--- src/cthr_map.svh ---
/*
  register map, field layout and reset values of the cpu throttle control
  block. assumes 32-bit apb data, one aligned word per register.
*/
`ifndef CTHR_MAP_SVH
`define CTHR_MAP_SVH

`define CTHR_CTRL_ADDR 12'h000
`define CTHR_STAT_ADDR 12'h004
`define CTHR_CTRL_RST 32'h0000_0000
`define CTHR_RD_RST 32'h0000_0000
`define CTHR_EN_BIT 0
`define CTHR_ROI_BIT 1
`define CTHR_DOE_BIT 2
`define CTHR_RATIO_LSB 4
`define CTHR_RATIO_MSB 6
`define CTHR_STAT_PHASE_LSB 8
`define CTHR_CNT_W 8
`define CTHR_CNT_ZERO 8'h00
`define CTHR_CNT_ONE 8'h01

`endif

--- src/cthr_pkg.sv ---
/*
  types shared by the cpu throttle control block.
  assumes cthr_map.svh is on the include path.
*/
package cthr_pkg;
  typedef logic [2:0] cthr_ratio_t;
  typedef logic [31:0] cthr_word_t;
  typedef logic [11:0] cthr_addr_t;
  typedef enum logic [1:0] {
    CTHR_FULL = 2'b00,
    CTHR_THROTTLED = 2'b01
  } cthr_mode_t;
endpackage

--- src/cthr_top.sv ---
/*
  cpu throttle control: gates cpu and program memory cycles while the
  peripheral instruction clock keeps running.
  assumes one system clock, an apb master, and a cpu sequencer that
  pulses irq and return-from-interrupt strobes on the same clock.
*/
// Behaviour
// - enabled: one active cycle per N
// - ratio code 100 gives 1:32
// - ratio code 001 gives 1:4
// - peripherals stay at full speed
// - oscillators never stopped by throttling
// - prefetch runs ahead of each phase-zero active cycle, and with a recover grant
// - peripheral instruction clock runs without gaps
// - irq without recover keeps throttled rate
// - irq with recover clears enable, full speed
// - return with rethrottle sets enable again
`timescale 1ns/1ns
`default_nettype none
`include "cthr_map.svh"

module cthr_top (
  // clock and reset
  input wire logic CLOCK_IN,
  input wire logic SRST_IN,
  // apb slave
  input wire logic PSEL_IN,
  input wire logic PENABLE_IN,
  input wire logic PWRITE_IN,
  input wire cthr_pkg::cthr_addr_t PADDR_IN,
  input wire cthr_pkg::cthr_word_t PWDATA_IN,
  input wire logic [3:0] PSTRB_IN,
  output logic PREADY_OUT,
  output logic PSLVERR_OUT,
  output cthr_pkg::cthr_word_t PRDATA_OUT,
  // cpu sequencer events
  input wire logic IRQ_IN,
  input wire logic RETURN_FROM_INTERRUPT_IN,
  // cycle enables
  output logic CPU_CYCLE_EN_OUT,
  output logic PREFETCH_EN_OUT,
  output logic PERIPH_CYCLE_EN_OUT,
  output logic OSC_RUN_OUT
);
  import cthr_pkg::*;

  logic throttle_enable_r;
  logic throttle_enable_nxt;
  logic recover_on_irq_r;
  logic rethrottle_on_return_r;
  cthr_ratio_t ratio_r;
  logic [`CTHR_CNT_W-1:0] phase_r;
  logic [`CTHR_CNT_W-1:0] phase_nxt;
  cthr_word_t prdata_r;
  logic pslverr_r;
  cthr_word_t ctrl_rst_w;
  cthr_word_t ctrl_word;
  cthr_word_t stat_word;
  cthr_word_t rd_word;
  logic cpu_en;
  logic fetch_en;

  // idle cycles after each active one: 2^(code+1) - 1
  function automatic logic [`CTHR_CNT_W-1:0] idle_count(cthr_ratio_t code);
    logic [`CTHR_CNT_W:0] n;
    logic [3:0] amt;
    // four-bit shift count: code 7 must reach 2^8, not wrap to 2^0
    amt = {1'b0, code} + 4'h1;
    n = 9'(`CTHR_CNT_ONE) << amt;
    idle_count = n[`CTHR_CNT_W-1:0] - `CTHR_CNT_ONE;
  endfunction

  // readback word of the control register
  function automatic cthr_word_t pack_ctrl(logic en, logic recover_on_irq, logic rethrottle_on_return,
                                           cthr_ratio_t code);
    cthr_word_t w;
    w = `CTHR_RD_RST;
    w[`CTHR_EN_BIT] = en;
    w[`CTHR_ROI_BIT] = recover_on_irq;
    w[`CTHR_DOE_BIT] = rethrottle_on_return;
    w[`CTHR_RATIO_MSB:`CTHR_RATIO_LSB] = code;
    pack_ctrl = w;
  endfunction

  // readback word of the status register
  function automatic cthr_word_t pack_stat(logic en,
                                           logic [`CTHR_CNT_W-1:0] phase);
    cthr_word_t w;
    w = `CTHR_RD_RST;
    w[`CTHR_EN_BIT] = en;
    w[`CTHR_STAT_PHASE_LSB +: `CTHR_CNT_W] = phase;
    pack_stat = w;
  endfunction

  wire access = PSEL_IN & PENABLE_IN;
  wire hit_ctrl = (PADDR_IN == `CTHR_CTRL_ADDR);
  wire hit_stat = (PADDR_IN == `CTHR_STAT_ADDR);
  wire wr_ctrl = access & PWRITE_IN & hit_ctrl & PSTRB_IN[0];
  wire unmapped = ~(hit_ctrl | hit_stat);
  wire setup = PSEL_IN & ~PENABLE_IN;
  assign ctrl_rst_w = `CTHR_CTRL_RST;
  wire [`CTHR_CNT_W-1:0] last_phase = idle_count(ratio_r);
  wire at_active = (phase_r == `CTHR_CNT_ZERO);
  wire recover = IRQ_IN & recover_on_irq_r & throttle_enable_r;
  wire rethrottle = RETURN_FROM_INTERRUPT_IN & rethrottle_on_return_r;
  cthr_mode_t mode;
  assign mode = throttle_enable_r ? CTHR_THROTTLED : CTHR_FULL;

  // hardware events win over a same-cycle software write
  always_comb begin
    throttle_enable_nxt = throttle_enable_r;
    if (wr_ctrl) begin
      throttle_enable_nxt = PWDATA_IN[`CTHR_EN_BIT];
    end
    if (recover) begin
      throttle_enable_nxt = 1'b0;
    end else if (rethrottle) begin
      throttle_enable_nxt = 1'b1;
    end
  end

  // phase restarts at the active slot; irq without recover keeps counting
  always_comb begin
    if (mode == CTHR_FULL || phase_r >= last_phase) begin
      phase_nxt = `CTHR_CNT_ZERO;
    end else begin
      phase_nxt = phase_r + `CTHR_CNT_ONE;
    end
  end

  // enable: hardware events are already folded into the next value
  always_ff @(posedge CLOCK_IN) begin
    if (SRST_IN) begin
      throttle_enable_r <= ctrl_rst_w[`CTHR_EN_BIT];
    end else begin
      throttle_enable_r <= throttle_enable_nxt;
    end
  end

  always_ff @(posedge CLOCK_IN) begin
    if (SRST_IN) begin
      recover_on_irq_r <= ctrl_rst_w[`CTHR_ROI_BIT];
    end else if (wr_ctrl) begin
      recover_on_irq_r <= PWDATA_IN[`CTHR_ROI_BIT];
    end
  end

  always_ff @(posedge CLOCK_IN) begin
    if (SRST_IN) begin
      rethrottle_on_return_r <= ctrl_rst_w[`CTHR_DOE_BIT];
    end else if (wr_ctrl) begin
      rethrottle_on_return_r <= PWDATA_IN[`CTHR_DOE_BIT];
    end
  end

  // ratio changes take effect from the next phase compare
  always_ff @(posedge CLOCK_IN) begin
    if (SRST_IN) begin
      ratio_r <= ctrl_rst_w[`CTHR_RATIO_MSB:`CTHR_RATIO_LSB];
    end else if (wr_ctrl) begin
      ratio_r <= PWDATA_IN[`CTHR_RATIO_MSB:`CTHR_RATIO_LSB];
    end
  end

  always_ff @(posedge CLOCK_IN) begin
    if (SRST_IN) begin
      phase_r <= `CTHR_CNT_ZERO;
    end else begin
      phase_r <= phase_nxt;
    end
  end

  // read data registered at the setup phase
  assign ctrl_word = pack_ctrl(throttle_enable_r, recover_on_irq_r,
                               rethrottle_on_return_r, ratio_r);
  assign stat_word = pack_stat(throttle_enable_r, phase_r);

  always_comb begin
    if (hit_ctrl) begin
      rd_word = ctrl_word;
    end else if (hit_stat) begin
      rd_word = stat_word;
    end else begin
      rd_word = `CTHR_RD_RST;
    end
  end

  always_ff @(posedge CLOCK_IN) begin
    if (SRST_IN) begin
      prdata_r <= `CTHR_RD_RST;
    end else if (setup) begin
      prdata_r <= rd_word;
    end
  end

  // error flag lives for the access phase only
  always_ff @(posedge CLOCK_IN) begin
    if (SRST_IN) begin
      pslverr_r <= 1'b0;
    end else begin
      pslverr_r <= setup & unmapped;
    end
  end

  assign PREADY_OUT = 1'b1;
  assign PSLVERR_OUT = pslverr_r & access;
  assign PRDATA_OUT = prdata_r;

  // cpu runs every cycle at full speed, else only on the active slot;
  // a recovering irq grants the slot at once, no wait for phase zero
  always_comb begin
    case (mode)
      CTHR_THROTTLED: begin
        cpu_en = at_active | recover;
        fetch_en = recover | (phase_r == last_phase);
      end
      default: begin
        cpu_en = 1'b1;
        fetch_en = 1'b1;
      end
    endcase
  end

  assign CPU_CYCLE_EN_OUT = cpu_en;
  // fetch for a phase-zero slot happens in the slot before it; a recovering irq fetches in its own cycle
  assign PREFETCH_EN_OUT = fetch_en;
  assign PERIPH_CYCLE_EN_OUT = ~SRST_IN | 1'b1;
  assign OSC_RUN_OUT = 1'b1;
endmodule
`default_nettype wire

--- config.mk ---
export PLATFORM = sky130hd
export DESIGN_NAME = cthr_top
export DESIGN_NICKNAME = d
export VERILOG_FILES = /design/src/cthr_pkg.sv /design/src/cthr_top.sv
export VERILOG_INCLUDE_DIRS = /design/src
export SDC_FILE = /design/constraint.sdc
export NUM_CORES = 1
export LEC_CHECK = 0
export ABC_AREA = 1
export ABC_CLOCK_PERIOD_IN_PS = 2700
export BUFFER_PORTS_ARGS = -buffer_cell sky130_fd_sc_hd__buf_2
export CORE_MARGIN = 4
export CORE_UTILIZATION = 43
export CTS_BUF_LIST = sky130_fd_sc_hd__clkbuf_16
export DETAILED_ROUTE_END_ITERATION = 8
export PLACE_DENSITY = 0.78
export SYNTH_ARGS = -nofsm -noshare
export SYNTH_HDL_FRONTEND = slang
export SYNTH_SLANG_ARGS = --single-unit
--- constraint.sdc ---
create_clock -name CLOCK_IN -period 2.7 [get_ports CLOCK_IN]
set_input_delay 0.405 -clock CLOCK_IN [delete_from_list [all_inputs] [get_ports CLOCK_IN]]
set_output_delay 0.405 -clock CLOCK_IN [all_outputs]
set_load 0.02 [all_outputs]
Word-level counts from Yosys, hierarchy flattened:

Index checks and enable logic that the tools add are counted.

* add/sub/neg operators: 3
* order comparisons: 1
* eq/ne operators: 3
* shift operators: 1
* mux-type cells: 7
* bitwise gates (word level): 15
* reductions and logical operators: 7

Operators by type and width (count)
* 2-to-1 mux 16 bit: 2
* == test 12 x 3 -> 1 bit, second input constant: 1
* zero test 12 bit: 1
* AND 1 bit: 10
* adder 8 x 1 -> 8 bit, second input constant: 1
* == test 8 bit: 1
* greater-or-equal comparator 8 bit: 1
* zero test 8 bit: 1
* left shift 1 x 4 -> 8 bit, first input constant: 1
* subtractor 8 x 1 -> 8 bit, second input constant: 1
* 2-to-1 mux 1 bit: 5
* adder 3 x 1 -> 4 bit, second input constant: 1
* OR reduction 2 bit: 2
* bitwise OR 1 bit: 3
* zero test 2 bit: 1
* NOT 1 bit: 2
* nonzero test 2 bit: 1
* == test 1 bit, second input constant: 1
* logical OR 1 bit: 1

* flip-flop bits (word level): 47
* input bits: 55
* output and inout bits: 38
* logic and storage cells: 44

Longest topological paths before layout:

Gate-level depths: netlist (run 1).

* depth in word-level cells: 6
* gate-level depth with buffers: 11
* gate-level depth less buffers: 11

Least setup slack after synthesis (run 1):

OpenSTA, ideal clock, no wires.

* kind: register to output
* start: register ratio_r[2]
* end: output port PREFETCH_EN_OUT
* data arrival time: 1337 ps
* data required time: 2295 ps
* path slack: 958 ps
* cell stages (with the launch flop): 8
* buffers on the path: 1
* path through: dfxtp_1 clkbuf_1 o21ai_0 ha_1 nand2_1 nor2_1 nand4_1 nand2_1

* cells in the longest elaborated chain, start to end: 6

RTL lines
* from (decl): RTL line cthr_top.sv:51 `cthr_ratio_t ratio_r;`
* from (signal assigned): RTL line cthr_top.sv:159 `` ratio_r <= ctrl_rst_w[`CTHR_RATIO_MSB:`CTHR_RATIO_LSB]; ``
* from (signal assigned): RTL line cthr_top.sv:161 `` ratio_r <= PWDATA_IN[`CTHR_RATIO_MSB:`CTHR_RATIO_LSB]; ``
* adder 3 x 1 -> 4 bit: RTL line cthr_top.sv:68 `amt = {1'b0, code} + 4'h1;`
* left shift 1 x 4 -> 8 bit: RTL line cthr_top.sv:69 `` n = 9'(`CTHR_CNT_ONE) << amt; ``
* subtractor 8 x 1 -> 8 bit (no source line)
* == test 8 bit: RTL line cthr_top.sv:215 `fetch_en = recover | (phase_r == last_phase);`
* bitwise OR 1 bit: RTL line cthr_top.sv:215
* 2-to-1 mux 1 bit: RTL line cthr_top.sv:212 `case (mode)`
* to (decl): RTL line cthr_top.sv:41 `output logic PREFETCH_EN_OUT,`

Every way passes these cells.

Worst setup path after layout (run 1):

* start: register ratio_r[1]
* end: output port PREFETCH_EN_OUT

The elaborated chain is that of the path after synthesis.

==> results_dict.tcl, run 1 <==
set metrics [dict create \
    finalSetupViolations 0 \
    share_seq_of_total_power_pct 42.5 \
    p_total_w 0.00103 \
    required_ns 2.30 \
    netlist_area_mm2 0.00168 \
    fp.dieW_um 70.6 \
    cts.reportedPaths.clkPinSlew_ns 0.05 \
    post_cts_buffers 0 \
    fin_skew_ns 0.00440 \
    cp-start-kind "flip-flop" \
    pre_cts_slack_ns 0.808 \
    numCtsBuffers 5 \
    status "finished, final reports clean" \
    power.net_switching_w 0.000238 \
    final-hold-violation-count 0 \
    nets 347 \
    slew_violations 0 \
    pwr-share-clk_pct 49.1 \
    cpLargestDelayFamily "simple AND/OR/NAND/NOR gates" \
    dr.pass1.iters 4 \
    setup_ws_ns 0.531 \
    htreeDepth 2 \
    antennaDiodeCount 0 \
    p_int_w 0.000791 \
    path_max_fanout 7 \
    max_clock_freq_mhz 461 \
    endpoint_kind "primary output" \
    cp_data_arrival_time_ns 1.76 \
    p_per_area_mw_per_mm2 519 \
    synth_edf_count 0 \
    finalCritPeriodShare_pct 80.3 \
    grt_pass1_wl_um 5700 \
    drc 0 \
    grt_use_total_pct 14.0 \
    syn2layout_area_growth_pct 17.6 \
    port_buffers 42 \
    drtIter0Drc 68 \
    wl_per_cell_um 10.3 \
    cts-resized-gates 0 \
    synth_top_area_share_pct 34.5 \
    placed_cell_area_mm2 0.00184 \
    fin_tns_setup_ns 0 \
    seq_area_frac_synth_pct 34.5 \
    dieArea_mm2 0.00498 \
    tritoncts "done" \
    cts.sinks 29 \
    root_buffer "clkbuf_16" \
    path_buf_inv 2 \
    final_area_mm2 0.00198 \
    ys_seq_elements 29 \
    timing.hold.ws_ns 0.362 \
    p_leak_nw 0.980 \
    num-fill-cells 363 \
    grt_max_degree 22 \
    ir_drop_mv 0.214 \
    io_pins 93 \
    hold_depth 3 \
    path_depth 9 \
    ys_types 26 \
    crit_type "flip-flop to primary output" \
    die_h_um 70.6 \
    r2r.worst_path.cells 9 \
    async_flop_share_pct 0 \
    hp-class "primary input to flip-flop" \
    drive_gt1_share_pct 21.2 \
    insertion_delay_ns 0.27 \
    start_util_pct 45.3 \
    switching_share_pct 23.1 \
    antenna_found_initial 0 \
    synth_common_cells "nand2_1, nor2_1, dfxtp_1, inv_1, buf_4" \
    maxCapViolCount 0 \
    critPathSlowestCell "dfxtp_1" \
    synth_area_leaders "dfxtp_1, nand2_1, buf_4" \
    synth_top_cell_by_area "dfxtp_1" \
    cpPeakStageDelay_ns 0.44 \
    clockBufferDepth 2 \
    overflow 0 \
    avgSynthCellArea_um2 7.08 \
    cpMostUsedCell "nand2_1" \
    yosysMostFrequentCell "nand2_1" \
    dp_hpwl_um 2610 \
    synthCells 238 \
    ctsHoldBuffers 0 \
    grt_pass1_vias 1404 \
    vias 1479 \
    gp_congestion 0.797 \
    post_drt_via_cell_ratio 4.47 \
    core.rowCount 22 \
    antenna_left 0 \
    finalCriticalPeriod_ns 2.17 \
    wirelength_um 3390 \
    synth-warning-count 0 \
    placeableCoreArea_mm2 0.00372 \
    cp_cell_sequence "nand2_1, inv_1, nand2_1, ha_1, nand2_1, nor2_1, nand4_1, nand2_1, buf_2" \
    rsz0062_at_grt "false" \
    comb_power_share_pct 8.4 \
    synthFlopType "dfxtp_1" \
]
[final cells by class]
type                            count  area, um^2  share of cell area, %
Timing Repair Buffer               43         218                   11.0
Sequential cell                    29         581                   29.3
Clock inverter                      3        12.5                  0.632
Inverter                           29         110                   5.56
Tap cell                           48        60.1                   3.03
Clock buffer                        5         125                   6.32
Multi-Input combinational cell    174         875                   44.2
[final timing paths]
path,from,end,slack [ns]
min,PWDATA_IN[1],recover_on_irq_r$_SDFFE_PP0P_,0.36
max,ratio_r[1]$_SDFFE_PP0P_,PREFETCH_EN_OUT,0.53
min reg2reg,rethrottle_on_return_r$_SDFFE_PP0P_,PRDATA_OUT[2]$_SDFFE_PP0P_,0.47
max reg2reg,ratio_r[1]$_SDFFE_PP0P_,phase_r[3]$_SDFF_PP0_,0.97
[cells in the final DEF, fill, tap and decap left out, types with 3 or more instances in the layout]
master	instances
clkbuf_16	5
nor2_1	31
a21oi_1	9
dfxtp_1	29
xor2_1	4
nand2_1	51
ha_1	10
inv_1	26
conb_1	22
nor3_1	3
nand4_1	3
o21ai_0	15
buf_2	42
nand3_1	13
[power by group through the flow]
stage	sequential (W)	clock, W	combinational, W
after floorplan	0.000451	0	0.0000754
after global placement	0.000445	0	0.0000846
after detailed placement	0.000445	0	0.0000857
after CTS	0.000437	0.000515	0.0000858
after global routing	0.000437	0.000535	0.0000954
final	0.000437	0.000506	0.0000863
[worst register-to-register path: cells and delay by family, from the launching register on]
family	cells	cell delay, ns
fa+ha+maj	1	0.30
simple gates	5	0.50
buf+inv	2	0.14
compound gates	1	0.29
flops	1	0.44
[flip-flops by register name (all words and copies together) (netlist names)]
register                count
PRDATA_OUT                 14
phase_r                     8
pslverr_r                   1
ratio_r                     3
recover_on_irq_r            1
rethrottle_on_return_r      1
throttle_enable_r           1
[cells by family (layout without fill, tap and decap cells)]
kind of cell	after synthesis	count (layout)	synth area share, %
compound gates	27	27	8.32
xor+xnor	6	6	3.12
fa+ha+maj	10	10	7.43
buf+inv	55	80	18.1
flops	29	29	34.5
other cells	2	22	0.446
simple gates	109	109	28.2
[per-stage QoR]
| stage | cells | util, % |
|---|---|---|
| 2_1_floorplan | 258 | - |
| 3_3_place_gp | 323 | 49.6 |
| 3_5_place_dp | 323 | 49.6 |
| 4_1_cts | 331 | 53.3 |
| 5_1_grt | 331 | 53.3 |
| 6_report | 331 | 53.3 |
[routing by layer]
layer	up-vias	global-route usage (%)	routed length (um)
met5	-	0	0
met4	0	5.01	42
met3	5	6.53	309
met2	41	23.7	1580
met1	647	15.4	1460
li1	786	-	-
No activity file was read; power rests on OpenSTA's default activity.
==> inputs of run 2 (changes only) <==
- ABC_AREA: 1 -> 0
- ABC_CLOCK_PERIOD_IN_PS: 2700 -> 2200
- CORE_UTILIZATION: 43 -> 42
- PLACE_DENSITY: 0.78 -> 0.79
- clock period: 2.7 -> 2.2 ns (I/O delays scaled with it)
==> run 2 against run 1 <==
Hold slack worse by 0.063 ns. Largest cell class unchanged. Design area shrank 5.7%. Worst setup slack got worse by 0.42 ns.
==> results_dict.tcl, run 2 <==
set metrics [dict create \
    hp-class "primary input to flip-flop" \
    final-hold-violation-count 0 \
    cp-start-kind "flip-flop" \
    r2r-start "ratio_r[0]$_SDFFE_PP0P_" \
    p_leak_nw 0.872 \
    synth_top_cell_by_area "dfxtp_1" \
    reg2reg_to "phase_r[2]$_SDFF_PP0_" \
    dp_hpwl_um 2420 \
    finalSetupViolations 0 \
    cts.reportedPaths.clkPinSlew_ns 0.05 \
    fin_tns_setup_ns 0 \
    avgSynthCellArea_um2 9.28 \
    grt_pass1_wl_um 5180 \
    placeableCoreArea_mm2 0.00339 \
    async_flop_share_pct 0 \
    slew_violations 0 \
    start_util_pct 44.4 \
    fin_skew_ns 0.00416 \
    seq_area_frac_synth_pct 38.6 \
    crit_type "flip-flop to primary output" \
    root_buffer "clkbuf_16" \
    status "finished, final reports clean" \
    utilization_pct 55.1 \
    timing.hold.ws_ns 0.299 \
    antenna_found_initial 0 \
    grt_pass1_vias 1151 \
    synthFlopType "dfxtp_1" \
    r2r.worst_path.cells 6 \
    finalCriticalPeriod_ns 2.09 \
    synth_edf_count 0 \
    tritoncts "done" \
    crit_end "CPU_CYCLE_EN_OUT" \
    maxCapViolCount 0 \
    numCtsBuffers 5 \
    clockBufferDepth 2 \
    dr.pass1.iters 4 \
    post_drt_via_cell_ratio 4.87 \
    wl_per_cell_um 12.5 \
    worst-r2r-setup-slack_ns 0.53 \
    core.rowCount 21 \
    ir_drop_mv 0.303 \
    largest_register_ffs 14 \
    cp_data_arrival_time_ns 1.76 \
    setup_ws_ns 0.107 \
    yosysMostFrequentCell "dfxtp_1" \
    synth_top_area_share_pct 38.6 \
    max_clock_freq_mhz 478 \
    insertion_delay_ns 0.27 \
    finalCritPeriodShare_pct 95.1 \
    io_pins 93 \
    htreeDepth 2 \
    ys_seq_elements 29 \
    ctsHoldBuffers 0 \
    pre_cts_slack_ns 0.226 \
    vias 1257 \
    antenna_left 0 \
    dieArea_mm2 0.00460 \
    p_total_w 0.00123 \
    overflow 0 \
    synth-warning-count 0 \
    post_cts_buffers 0 \
    die_h_um 67.8 \
    port_buffers 42 \
    grt_use_total_pct 15.5 \
    cts.sinks 29 \
    drc 0 \
    endpoint_kind "primary output" \
    syn2layout_area_growth_pct 24.2 \
    required_ns 1.87 \
    fp.dieW_um 67.8 \
    final_common_cell "buf_2" \
    drive_gt1_share_pct 29.2 \
    ys_types 33 \
    rsz0062_at_grt "false" \
    mostFrequentLayoutCells "buf_2, dfxtp_1, conb_1, nor2_1, a22o_1" \
    path_max_fanout 2 \
    netlist_area_mm2 0.00150 \
    synth_area_leaders "dfxtp_1, buf_4, ha_1" \
    p_per_area_mw_per_mm2 660 \
    antennaDiodeCount 0 \
    crit_start "phase_r[0]$_SDFF_PP0_" \
    synth_common_cells "dfxtp_1, buf_4, nor2_1, a22o_1, ha_1" \
    nets 276 \
    wirelength_um 3230 \
    grt_max_degree 14 \
    gp_congestion 0.782 \
    synthCells 162 \
    drtIter0Drc 59 \
]
-- run 2: cell types whose count changed in the layout (fill, tap and decap cells not counted), sizes merged, moves of 4 or more --
| cell | before | now |
|---|---|---|
| nand2 | 53 | 6 |
| inv | 28 | 4 |
| nor2 | 35 | 20 |
| a22o | 0 | 13 |
| o21ai | 16 | 5 |
| nand3 | 15 | 7 |
| mux2i | 0 | 6 |
| a21oi | 9 | 4 |
| buf | 43 | 48 |
| and3 | 0 | 4 |
-- run 2: logic make-up (layout without fill, tap and decap cells) --
group | count (synthesis) | in the layout | share of synthesized area [%]
and+or+nand+nor | 53 | 53 | 19.5
adders and majority gates | 10 | 10 | 8.32
muxes | 6 | 6 | 3.99
buffers and inverters | 30 | 60 | 12.8
AOI/OAI and AO/OA | 26 | 26 | 12.8
xor gates and xnor gates | 6 | 6 | 3.49
other | 2 | 22 | 0.499
DFF | 29 | 29 | 38.6
-- run 2: final cells by class --
class                           count  area [um^2]
Fill cell                         308         1520
Multi-Input combinational cell    123          817
Sequential cell                    29          583
Timing Repair Buffer               48          258
Clock buffer                        5          125
Tap cell                           46         57.6
Inverter                            4         15.0
Clock inverter                      3         12.5
-- run 2: worst min path at each step --
stage                                                   start                             end  cells after the start
after global placement             PRDATA_OUT[0]$_SDFFE_PP0P_      PRDATA_OUT[0]$_SDFFE_PP0P_                      2
after floorplan           rethrottle_on_return_r$_SDFFE_PP0P_  throttle_enable_r$_SDFFE_PP0P_                      2
final                                            PWDATA_IN[1]   recover_on_irq_r$_SDFFE_PP0P_                      3
after global routing                             PWDATA_IN[4]         ratio_r[0]$_SDFFE_PP0P_                      3
after CTS                                        PWDATA_IN[6]         ratio_r[2]$_SDFFE_PP0P_                      3
after detailed placement           PRDATA_OUT[0]$_SDFFE_PP0P_      PRDATA_OUT[0]$_SDFFE_PP0P_                      2
-- run 2: per-stage QoR --
step,instance area (um^2),instances
after floorplan,1580,182
final,1870,258
after global routing,1870,258
after global placement,1710,250
after detailed placement,1710,250
after CTS,1860,258
-- run 2: power by group --
part / switching [W] / internal (W) / total [W]
registers: 0.000000145 / 0.000527 / 0.000527
clock network: 0.000219 / 0.000407 / 0.000625
logic: 0.0000551 / 0.0000247 / 0.0000798
total: 0.000274 / 0.000959 / 0.00123
-- run 2: per-layer routing --
| layer | GRT usage (%) | vias to the layer above | share of wire [%] |
|---|---|---|---|
| li1 | - | 624 | - |
| met1 | 18.0 | 580 | 41 |
| met2 | 25.9 | 46 | 49 |
| met3 | 4.60 | 7 | 7.4 |
| met4 | 7.44 | 0 | 2.5 |
| met5 | 0 | - | 0 |
-- run 2: what timing repair did --
action                     CTS  global route
setup endpoints to repair    1             2
resized for setup            2             3
hold endpoints to repair     0             0
pin swaps                    0             1
-- run 2: critical path, cell delays in order (launching register included) --
cell and delay, ns:
dfxtp_1 0.30, inv_1 0.07, ha_1 0.15, or4b_4 0.45, o41ai_2 0.32, buf_4 0.20
